$ cat config.mk
export PLATFORM = sky130hd
export DESIGN_NAME = isab_mem_cycle
export DESIGN_NICKNAME = d
export VERILOG_FILES = /design/src/design/isab_osc_gen.v /design/src/design/isab_mem_cycle.v
export VERILOG_INCLUDE_DIRS = /design/src /design/src/design
export SDC_FILE = /design/constraint.sdc
export NUM_CORES = 1
export LEC_CHECK = 0
export BUFFER_PORTS_ARGS = -buffer_cell sky130_fd_sc_hd__buf_4
export CAP_MARGIN = 20
export CORE_MARGIN = 3
export CORE_UTILIZATION = 56
export DETAILED_ROUTE_END_ITERATION = 10
export PLACE_DENSITY = 0.81
export SLEW_MARGIN = 20
export SYNTH_ARGS = -nofsm -noshare
export SYNTH_HDL_FRONTEND = slang
export SYNTH_SLANG_ARGS = --single-unit
$ cat constraint.sdc
create_clock -name clock -period 3.97 [get_ports clock]
set_clock_uncertainty 0.1 [all_clocks]
set_input_delay 0 -clock clock [delete_from_list [all_inputs] [get_ports clock]]
set_output_delay 0 -clock clock [all_outputs]
set_load 0.1 [all_outputs]
$ cat src/design/isab_defs.vh
/*
 constants for the host-side expansion channel memory cycle sequencer.
 assumes a 50 MHz core clock; timing counts are in those cycles, but the wait counts are in bus clock falls.
*/
// What this block does
// - active-low zero-wait request from a card ends the cycle without further waits.
// - host starts 8-bit memory read/write commands on a bus clock falling edge.
// - host drives a free-running 14.31818 MHz, 50% duty oscillator output.
// - refresh indicator marks a refresh cycle; host or channel processor drives it.
// - host drives active-high channel reset at power-up and low-line outage.
// - twenty latched address lines plus unlatched 23..17 give 16MB addressing.
// - latched address placed while latch strobe high, held from its falling edge.
// - upper-byte enable asserted whenever data moves on bits 15..8.
// - low-memory read strobe only below 1MB, derived from general read strobe.
// - general active-low read strobe asserted on every memory read cycle.
// - low-memory write strobe only below 1MB; general write on all writes.
// - host pulses terminal-count output when any DMA channel hits terminal count.
// - host supplies a 50% duty bus clock meant for synchronisation only.
// - host forces the latch strobe high throughout DMA cycles.
`ifndef ISAB_DEFS_VH
`define ISAB_DEFS_VH
`define ISAB_CLK_HZ 50000000
`define ISAB_BCLK_HALF 3'h4
`define ISAB_OSC_NUM 20'h45E9C
`define ISAB_OSC_DEN 20'hF4240
`define ISAB_OSC_ACC_W 20
`define ISAB_WAIT8 4'h4
`define ISAB_WAIT16 4'h1
`define ISAB_LOW1MB_TOP 4'h0
`define ISAB_RST_HOLD 8'hFF
`endif

$ cat src/design/isab_osc_gen.v
/*
 fractional oscillator generator for the free-running channel oscillator.
 assumes a 50 MHz clock; output jitters by one clock, duty settles at half.
*/
`timescale 1ns/1ps
`include "isab_defs.vh"
module isab_osc_gen (
	input wire clock,
	input wire rst,
	input wire clockEn,
	output reg oscOut
);
	// phase accumulator of twice the wanted rate, toggles on wrap
	reg [19:0] acc_r;
	reg [20:0] sum;
	always @* begin
		sum = {1'b0, acc_r} + {1'b0, `ISAB_OSC_NUM} + {1'b0, `ISAB_OSC_NUM};
	end
	always @(posedge clock) begin
		if (rst) begin
			acc_r <= 20'h00000;
			oscOut <= 1'b0;
		end else if (clockEn) begin
			if (sum >= {1'b0, `ISAB_OSC_DEN}) begin
				acc_r <= sum[19:0] - `ISAB_OSC_DEN;
				oscOut <= ~oscOut;
			end else begin
				acc_r <= sum[19:0];
			end
		end
	end
endmodule // isab_osc_gen

$ cat src/design/isab_mem_cycle.v
/*
 host end of the expansion channel: bus clock, latch strobe, latched and
 unlatched address, memory strobes, upper byte enable, refresh, reset, tc.
 assumes a core-side request port synchronous to clock; the oscillator
 only approximates 14.31818 MHz since 50 MHz cannot divide to it exactly.
*/
`timescale 1ns/1ps
`include "isab_defs.vh"
module isab_mem_cycle (
	input wire clock,
	input wire rst,
	input wire clockEn,
	input wire powerFail,
	input wire reqValid,
	input wire reqWrite,
	input wire reqRefresh,
	input wire reqDma,
	input wire reqSixteen,
	input wire reqUpperByte,
	input wire [23:0] reqAddr,
	input wire dmaTermCount,
	input wire zero_wait_request_n,
	input wire extMaster,
	output reg reqReady,
	output reg cycleDone,
	output reg bclkOut,
	output reg addr_latch_strobe,
	output reg [19:0] latched_addr,
	output reg [6:0] unlatched_upper_addr,
	output reg addrOe,
	output reg upper_byte_enable_n,
	output reg mem_read_n,
	output reg mem_write_n,
	output reg cmdOe,
	output reg low_mem_read_n,
	output reg low_mem_write_n,
	output reg refreshOut_n,
	output reg refreshOe,
	output reg channel_reset_drive,
	output reg termCountOut,
	output wire free_running_osc_out
);
	localparam ST_IDLE = 5'h01;
	localparam ST_ADDR = 5'h02;
	localparam ST_CMD = 5'h04;
	localparam ST_WAIT = 5'h08;
	localparam ST_END = 5'h10;

	reg [4:0] state_r;
	reg [2:0] halfCnt_r;
	reg [3:0] waitCnt_r;
	reg [7:0] rstCnt_r;
	reg isWrite_r;
	reg isRefresh_r;
	reg isDma_r;
	reg isSixteen_r;
	reg isLow_r;
	reg [23:0] addr_r;
	reg upper_r;
	wire bclkRise;
	wire bclkFall;
	wire cmdActive;

	// oscillator free-runs off the core clock, never aligned to the bus clock
	isab_osc_gen oscGen (
		.clock(clock),
		.rst(rst),
		.clockEn(clockEn),
		.oscOut(free_running_osc_out)
	);

	// equal half periods keep the bus clock at 50% duty
	always @(posedge clock) begin
		if (rst) begin
			halfCnt_r <= 3'h0;
			bclkOut <= 1'b0;
		end else if (clockEn) begin
			if (halfCnt_r == `ISAB_BCLK_HALF - 3'h1) begin
				halfCnt_r <= 3'h0;
				bclkOut <= ~bclkOut;
			end else begin
				halfCnt_r <= halfCnt_r + 3'h1;
			end
		end
	end
	assign bclkRise = (halfCnt_r == `ISAB_BCLK_HALF - 3'h1) && !bclkOut;
	assign bclkFall = (halfCnt_r == `ISAB_BCLK_HALF - 3'h1) && bclkOut;

	// channel reset stretched so cards see it for a useful time after a glitch
	always @(posedge clock) begin
		if (rst) begin
			rstCnt_r <= `ISAB_RST_HOLD;
			channel_reset_drive <= 1'b1;
		end else if (clockEn) begin
			if (powerFail) begin
				rstCnt_r <= `ISAB_RST_HOLD;
				channel_reset_drive <= 1'b1;
			end else if (rstCnt_r != 8'h00) begin
				rstCnt_r <= rstCnt_r - 8'h01;
				channel_reset_drive <= 1'b1;
			end else begin
				channel_reset_drive <= 1'b0;
			end
		end
	end

	always @(posedge clock) begin
		if (rst) begin
			termCountOut <= 1'b0;
		end else if (clockEn) begin
			termCountOut <= dmaTermCount;
		end
	end

	assign cmdActive = (state_r == ST_CMD) || (state_r == ST_WAIT);

	always @(posedge clock) begin
		if (rst) begin
			state_r <= ST_IDLE;
			waitCnt_r <= 4'h0;
			isWrite_r <= 1'b0;
			isRefresh_r <= 1'b0;
			isDma_r <= 1'b0;
			isSixteen_r <= 1'b0;
			isLow_r <= 1'b0;
			addr_r <= 24'h000000;
			upper_r <= 1'b0;
			reqReady <= 1'b0;
			cycleDone <= 1'b0;
			addr_latch_strobe <= 1'b0;
			latched_addr <= 20'h00000;
			unlatched_upper_addr <= 7'h00;
			addrOe <= 1'b0;
			upper_byte_enable_n <= 1'b1;
			mem_read_n <= 1'b1;
			mem_write_n <= 1'b1;
			cmdOe <= 1'b0;
			low_mem_read_n <= 1'b1;
			low_mem_write_n <= 1'b1;
			refreshOut_n <= 1'b1;
			refreshOe <= 1'b0;
		end else if (clockEn) begin
			cycleDone <= 1'b0;
			// ready must not hinge on reqValid, or a held request never meets a bus clock rise
			reqReady <= (state_r == ST_IDLE) && !extMaster;
			case (state_r)
			ST_IDLE: begin
				// a channel master owns the lines; host keeps off them
				addrOe <= 1'b0;
				cmdOe <= 1'b0;
				refreshOe <= 1'b0;
				if (reqValid && reqReady && bclkRise) begin
					reqReady <= 1'b0;
					isWrite_r <= reqWrite;
					isRefresh_r <= reqRefresh;
					isDma_r <= reqDma;
					isSixteen_r <= reqSixteen;
					isLow_r <= (reqAddr[23:20] == `ISAB_LOW1MB_TOP);
					addr_r <= reqAddr;
					upper_r <= reqUpperByte;
					addr_latch_strobe <= 1'b1;
					latched_addr <= reqAddr[19:0];
					unlatched_upper_addr <= reqAddr[23:17];
					addrOe <= 1'b1;
					cmdOe <= 1'b1;
					upper_byte_enable_n <= ~reqUpperByte;
					refreshOut_n <= ~reqRefresh;
					refreshOe <= 1'b1;
					state_r <= ST_ADDR;
				end
			end
			ST_ADDR: begin
				// strobe drops on the falling bus edge; dma keeps it high
				if (bclkFall) begin
					addr_latch_strobe <= isDma_r;
					// 8-bit commands open on a falling edge, address already stable
					mem_read_n <= isWrite_r;
					mem_write_n <= ~isWrite_r;
					low_mem_read_n <= ~(~isWrite_r & isLow_r);
					low_mem_write_n <= ~(isWrite_r & isLow_r);
					waitCnt_r <= isSixteen_r ? `ISAB_WAIT16 : `ISAB_WAIT8;
					state_r <= ST_CMD;
				end
			end
			ST_CMD: begin
				state_r <= ST_WAIT;
			end
			ST_WAIT: begin
				if (bclkFall) begin
					// zero-wait from a card cuts the remaining wait cycles
					if (!zero_wait_request_n || waitCnt_r == 4'h0) begin
						mem_read_n <= 1'b1;
						mem_write_n <= 1'b1;
						low_mem_read_n <= 1'b1;
						low_mem_write_n <= 1'b1;
						state_r <= ST_END;
					end else begin
						waitCnt_r <= waitCnt_r - 4'h1;
					end
				end
			end
			ST_END: begin
				// address held past the command edge, then lines are released
				if (bclkRise) begin
					addr_latch_strobe <= 1'b0;
					upper_byte_enable_n <= 1'b1;
					refreshOut_n <= 1'b1;
					cycleDone <= 1'b1;
					state_r <= ST_IDLE;
				end
			end
			default: begin
				state_r <= ST_IDLE;
			end
			endcase
		end
	end
endmodule // isab_mem_cycle

# Yosys cells after proc, flatten, opt, wreduce, memory -nomap -nowiden
# Cells that the tools add are included.
[word_totals]
ff_bits = 85
elab_cells = 120
[op_classes]
addsub = 6
n_lt_le_gt_ge = 1
eq_ne = 12
mux = 41
bitwise_logic = 9
n_reduce_logical = 26
[ops]
columns = ["operator", "count"]
rows = [
  ["5-bit two-way mux", 5],
  ["5-bit case mux with 5 select lines", 1],
  ["20-bit by 19-bit adder with 21-bit output, second input constant", 1],
  ["21-bit by 19-bit adder with 21-bit output, second input constant", 1],
  ["21-bit by 20-bit >= comparator with 1-bit output, second input constant", 1],
  ["20-bit two-way mux", 1],
  ["20-bit subtractor, second input constant", 1],
  ["1-bit two-way mux", 19],
  ["8-bit two-way mux", 2],
  ["5-bit AND reduction", 3],
  ["4-bit two-way mux", 3],
  ["1-bit case mux with 2 select lines", 6],
  ["4-bit logical NOT", 2],
  ["2-bit inequality test, second input constant", 4],
  ["4-bit case mux with 2 select lines", 1],
  ["2-bit AND reduction", 4],
  ["8-bit nonzero test", 1],
  ["8-bit by 1-bit subtractor with 8-bit output, second input constant", 1],
  ["1-bit inverter", 7],
  ["3-bit two-way mux", 2],
  ["6-bit AND reduction", 1],
  ["2-bit nonzero test", 3],
  ["5-bit by 1-bit equality test with 1-bit output, second input constant", 1],
  ["5-bit by 2-bit equality test with 1-bit output, second input constant", 1],
  ["15 further kinds", 23],
]

# Depth between registers and ports, before layout
[depth]
word_depth = 5
ltp_mapped = 16
mapped_depth_nobuf = 14

# Cells and area by module
# A second synthesis with hierarchy kept.
[unflattened]
cells_unflattened = 591
hier_area_um2 = 4770.8
[modules_own_cells]
columns = ["module", "n_inst", "cells_per_inst", "area_per_inst_um2", "seq_area_each_um2"]
rows = [
  ["isab_mem_cycle", 1, 345, 2911.5, 1221.2],
  ["isab_osc_gen", 1, 246, 1859.3, 360.3],
]

# Least setup slack after synthesis
# No wires, ideal clock.
[synth_path]
path_kind = "register -> register"
startpoint = "register oscGen.acc_r[4]"
endpoint = "register oscGen.acc_r[10]"
arrival_time_ns = 3.158
setup_slack_ns = 0.591
path_stages_with_launch = 17
n_path_buf = 2
cell_sequence = "dfxtp_1 -> clkbuf_1 -> inv_1 -> ha_1 -> nand2b_1 -> nand2_1 -> xor2_1 -> ha_1 -> nand4_1 -> nor4b_1 -> o2111ai_1 -> o31a_1 -> a21bo_1 -> buf_6 -> nand2_1 -> o31ai_1 -> mux2_2"
[synth_via]
elab_chain_len = 4
[synth_rtl]
columns = ["element", "line", "text"]
rows = [
  ["start, declared", "isab_osc_gen.v:14", "reg [19:0] acc_r;"],
  ["start signal, assigned", "isab_osc_gen.v:25", "acc_r <= sum[19:0] - `ISAB_OSC_DEN;"],
  ["start signal, assigned", "isab_osc_gen.v:28", "acc_r <= sum[19:0];"],
  ["20-bit by 19-bit adder with 21-bit output (*)", "isab_osc_gen.v:17", "sum = {1'b0, acc_r} + {1'b0, `ISAB_OSC_NUM} + {1'b0, `ISAB_OSC_NUM};"],
  ["21-bit by 19-bit adder with 21-bit output (*)", "isab_osc_gen.v:17", ""],
  ["20-bit subtractor (no line) or 21-bit by 20-bit >= comparator with 1-bit output (tied branches)", "n/a", ""],
  ["20-bit two-way mux (*)", "isab_osc_gen.v:24", "if (sum >= {1'b0, `ISAB_OSC_DEN}) begin"],
]
# Every way passes the cells marked *; elsewhere a longest branch is shown, timed or not.
# A chain may end at the register's enable or synchronous reset.

# Worst setup path after layout
[layout_path]
startpoint = "register oscGen.acc_r[4]"
endpoint = "register oscGen.acc_r[13]"
# The elaborated chain is that of the path after synthesis.

==> impl_summary.txt <==
----------------------------------------------------
[CTS]
  Clock buffer count from CTS ... 9
  Clock tree buffer depth ... 2
  Clock tree root buffer cell ... sky130_fd_sc_hd__clkbuf_8
  H-tree lvl count ... 3
  Worst skew pair latency ... 0.35 ns
  TritonCTS clock tree ... yes
  Clock net sink count ... 79
  Post-CTS repair timing setup buffer count ... 0
  Clock transition at path regs ... 0.08 ns

[Power]
  Total power divided by cell area ... 400 nW/um2
  Total power ... 0.00211 W
  Peak supply drop ... 0.280 mV
  Leakage Power ... 2.09 nW

[Timing]
  Top achievable clock speed ... 277 MHz
  Count of endpoints failing setup in the final report ... 0
  Relative max-transition margin ... 24.8%
  Slew at the pin with the worst max-slew slack ... 1.11 ns
  Hold_ws ... 0.0864 ns
  Setup total negative slack ... 0 ns
  Number of max-slew violations in the final report ... 0
  Fin crit period ... 3.61 ns
  Final-report hold violation count ... 0
  Setup repair after global routing missed its margin ... false
  Setup slack after layout ... 0.359 ns
  Ratio of final minimum period to clock period ... 91.0%

[Floorplan]
  Std cell rows ... 30
  Die height ... 92.2 um
  Floorplan die area ... 8500 um2
  Effective utilization at floorplan ... 59.6%
  Boundary Pins ... 80
  Core Footprint ... 6980 um2
  Width of the chip ... 92.2 um

[Synthesis]
  Count of different cell masters after synthesis ... 62
  Multiplexer area fraction after synthesis ... 4.12%
  FFs w/ async S/R, synth ... 0%
  Xor-xnor portion of the synthesized cell area ... 4.84%
  Cells after synthesis ... 530
  Synthesized area divided by synthesized cell count ... 7.85 um2
  Netlist Area Pre-Place ... 4160 um2
  Synthesized-area fraction occupied by adder cells ... 1.80%
  Compound-cell area share of the yosys netlist ... 20.0%
  Combinational family with the most area after synthesis ... simple AND/OR/NAND/NOR gates
  Count of yosys warnings during synthesis ... 0
  Area fraction in and, or, nand and nor cells after synthesis ... 25.9%
  Synthesized netlist net count ... 573
  Most used flip-flop cell after synthesis ... sky130_fd_sc_hd__dfxtp_1
  Sequential element share of the synthesized area ... 38.0%
  Post-synth EDFFs ... 0
  Post-synthesis register bit count ... 79

[Cells and area]
  Final core utilization ... 75.4%
  P&R area growth vs syn ... 26.6%
  Ratio of cells with drive above 1 in the final layout ... 18.6%
  Area used by multi-input combinational logic ... 2360 um2
  Nets ... 661
  Fillers ... 519
  Seq. cell area ... 1580 um2
  # diodes ... 0
  Most common cell after layout, fill and taps aside ... sky130_fd_sc_hd__nand2_1
  Leading cell types in the layout, fill and taps excluded ... sky130_fd_sc_hd__nand2_1 (91), sky130_fd_sc_hd__buf_4 (80), sky130_fd_sc_hd__dfxtp_1 (78)

[Routing]
  Number of search-and-repair iterations in the first detailed-routing pass ... 5
  Total via count after detailed routing ... 4070
  Total DRC errors in the routed layout ... 0
  Initial DRC Count ... 238
  Post-route antenna net violation count ... 0
  Routed wire length per instance ... 14.9 um
  Post-detailed-route via-to-cell ratio ... 5.67
  Final Routed Wirelength ... 10700 um

[Worst setup path]
  Reg-to-Reg End ... oscGen.acc_r[13]$_SDFFE_PP0P_
  Reg2reg start ... oscGen.acc_r[4]$_SDFFE_PP0P_
  Worst setup SP type ... flip-flop
  Endpoint kind of the worst setup timing path ... flip-flop
  Number of cell instances on the worst register-to-register path ... 14
  Maximum fanout along the worst path ... 12
  Worst Path Class, Setup ... reg2reg
  R2r setup slk ... 0.36 ns
  Worst EP arrival ... 3.76 ns
  Data required time at the worst endpoint ... 4.11 ns

[Worst hold path]
  Hold-critical path depth ... 2
  Startpoint of the most critical hold path ... rst
  End of the worst hold path ... oscGen.acc_r[19]$_SDFFE_PP0P_
  Class of the worst hold path ... in2reg

[Global route]
  Antenna violations before repair ... 0
  Pin count of the biggest net entering global routing ... 83
  Via count of the first global-routing pass ... 3881
  Aggregate global-route resource usage ... 25.4%
  GRT overflow ... 0
  Wire length of the first global-routing pass ... 17700 um

[Place]
  Placement Setup Slack ... 0.225 ns
  Total of buffers placed on input and output ports ... 79
  Weighted congestion reported at the end of routability-driven placement ... 0.840
  Detailed placer's ending HPWL ... 6480 um

[Job]
  Max-cap violations ... 0

[Status]
  Result of the run ... finished, final reports clean

----------------------------------------------------
## critical path, cell delays in order, from the launching register on
cell	delay (ns)
sky130_fd_sc_hd__dfxtp_2	0.41
sky130_fd_sc_hd__inv_1	0.06
sky130_fd_sc_hd__ha_1	0.24
sky130_fd_sc_hd__nand2b_1	0.16
sky130_fd_sc_hd__nand2_1	0.12
sky130_fd_sc_hd__xor2_1	0.22
sky130_fd_sc_hd__ha_1	0.17
sky130_fd_sc_hd__nand4_1	0.10
sky130_fd_sc_hd__nor4b_1	0.31
sky130_fd_sc_hd__o2111ai_1	0.16
sky130_fd_sc_hd__o31a_1	0.27
sky130_fd_sc_hd__a21bo_2	0.35
sky130_fd_sc_hd__nand3_1	0.20
sky130_fd_sc_hd__o31ai_1	0.27
sky130_fd_sc_hd__mux2_2	0.36
## flip-flops by register name, summed over array words and instances (netlist names), 3 cells and up
name,cells
rstCnt_r,8
oscGen.acc_r,17
latched_addr,19
unlatched_upper_addr,5
halfCnt_r,3
state_r,5
waitCnt_r,4
## synthesized netlist by cell type (2+ instances only)
cell | number | area (um2)
sky130_fd_sc_hd__nand4_1 | 5 | 31.3
sky130_fd_sc_hd__nor3_1 | 14 | 70.1
sky130_fd_sc_hd__nand3b_1 | 5 | 37.5
sky130_fd_sc_hd__mux2_2 | 8 | 90.1
sky130_fd_sc_hd__a211o_1 | 3 | 26.3
sky130_fd_sc_hd__dfxtp_1 | 79 | 1580
sky130_fd_sc_hd__a31oi_1 | 4 | 25.0
sky130_fd_sc_hd__o21ai_0 | 15 | 75.1
sky130_fd_sc_hd__buf_6 | 2 | 22.5
sky130_fd_sc_hd__mux2i_1 | 7 | 70.1
sky130_fd_sc_hd__nand3_1 | 13 | 65.1
sky130_fd_sc_hd__buf_2 | 2 | 10.0
sky130_fd_sc_hd__a211oi_1 | 8 | 60.1
sky130_fd_sc_hd__a21oi_1 | 51 | 255
sky130_fd_sc_hd__xnor2_1 | 13 | 114
sky130_fd_sc_hd__o21bai_1 | 2 | 15.0
sky130_fd_sc_hd__buf_4 | 5 | 37.5
sky130_fd_sc_hd__a31o_2 | 2 | 17.5
sky130_fd_sc_hd__and3_1 | 4 | 25.0
sky130_fd_sc_hd__o2111ai_1 | 2 | 17.5
sky130_fd_sc_hd__nor2_1 | 52 | 195
sky130_fd_sc_hd__a21o_1 | 5 | 37.5
sky130_fd_sc_hd__and2_1 | 6 | 37.5
sky130_fd_sc_hd__nor4b_1 | 3 | 26.3
sky130_fd_sc_hd__a311o_1 | 2 | 20.0
sky130_fd_sc_hd__nand2b_1 | 10 | 62.6
sky130_fd_sc_hd__a21boi_0 | 2 | 15.0
sky130_fd_sc_hd__a21oi_2 | 2 | 17.5
sky130_fd_sc_hd__nor2b_1 | 10 | 62.6
sky130_fd_sc_hd__nor4_1 | 5 | 31.3
sky130_fd_sc_hd__ha_1 | 6 | 75.1
sky130_fd_sc_hd__nand2_1 | 91 | 342
sky130_fd_sc_hd__clkbuf_1 | 23 | 86.3
sky130_fd_sc_hd__o211ai_1 | 3 | 22.5
sky130_fd_sc_hd__o31a_1 | 4 | 35.0
sky130_fd_sc_hd__or3_1 | 3 | 18.8
sky130_fd_sc_hd__o21a_1 | 3 | 22.5
sky130_fd_sc_hd__inv_1 | 12 | 45.0
sky130_fd_sc_hd__xor2_1 | 10 | 87.6
sky130_fd_sc_hd__buf_1 | 4 | 15.0
sky130_fd_sc_hd__o31ai_1 | 6 | 45.0
sky130_fd_sc_hd__or4_1 | 4 | 30.0
## what timing repair did
action	4_1_cts	5_1_grt
hold buffers	33	0
resized for setup	0	2
hold endpoints to repair	42	0
endpoints found under the setup margin	0	5
## metal layers
| metal | global-route usage (%) | vias up | part of all wire, % | routed length [um] |
|---|---|---|---|---|
| li1 | - | 2023 | - | - |
| met1 | 29.3 | 1897 | 41 | 4320 |
| met2 | 44.9 | 122 | 52 | 5530 |
| met3 | 5.25 | 28 | 4.7 | 498 |
| met4 | 11.5 | 0 | 2.9 | 314 |
| met5 | 0 | - | 0 | 0 |
## logic make-up after synthesis
logic type,after synthesis
muxes,16
and+or+nand+nor,230
AOI/OAI and AO/OA,127
adders and majority gates,6
xor gates and xnor gates,23
DFF,79
buffers and inverters,49
## stage by stage
step                cell area (um2)  std cells
floorplan                      4160        530
detailed placement             4710        670
finish                         5270        718
CTS                            5260        718
global route                   5270        718
global placement               4710        670
## where the power goes
group	switching (W)	internal, W
combinational	0.000306	0.000235
sequential	0.0000711	0.000831
clock	0.000298	0.000368
## area by class of cell
class | instances | area share [%]
Sequential cell | 79 | 30.0
Inverter | 13 | 0.926
Clock buffer | 10 | 2.61
Clock inverter | 5 | 1.57
Tap cell | 96 | 2.28
Timing Repair Buffer | 113 | 17.7
Multi-Input combinational cell | 402 | 44.9
## worst max-delay path by stage
stage	slack [ns]	start	end
2_1_floorplan	0.59	oscGen.acc_r[4]$_SDFFE_PP0P_	oscGen.acc_r[10]$_SDFFE_PP0P_
3_3_place_gp	0.36	oscGen.acc_r[4]$_SDFFE_PP0P_	oscGen.acc_r[13]$_SDFFE_PP0P_
3_5_place_dp	0.23	oscGen.acc_r[4]$_SDFFE_PP0P_	oscGen.acc_r[13]$_SDFFE_PP0P_
4_1_cts	0.19	oscGen.acc_r[4]$_SDFFE_PP0P_	oscGen.acc_r[13]$_SDFFE_PP0P_
5_1_grt	0.03	oscGen.acc_r[4]$_SDFFE_PP0P_	oscGen.acc_r[13]$_SDFFE_PP0P_
6_report	0.36	oscGen.acc_r[4]$_SDFFE_PP0P_	oscGen.acc_r[13]$_SDFFE_PP0P_
No activity file was read; power rests on OpenSTA's default activity.
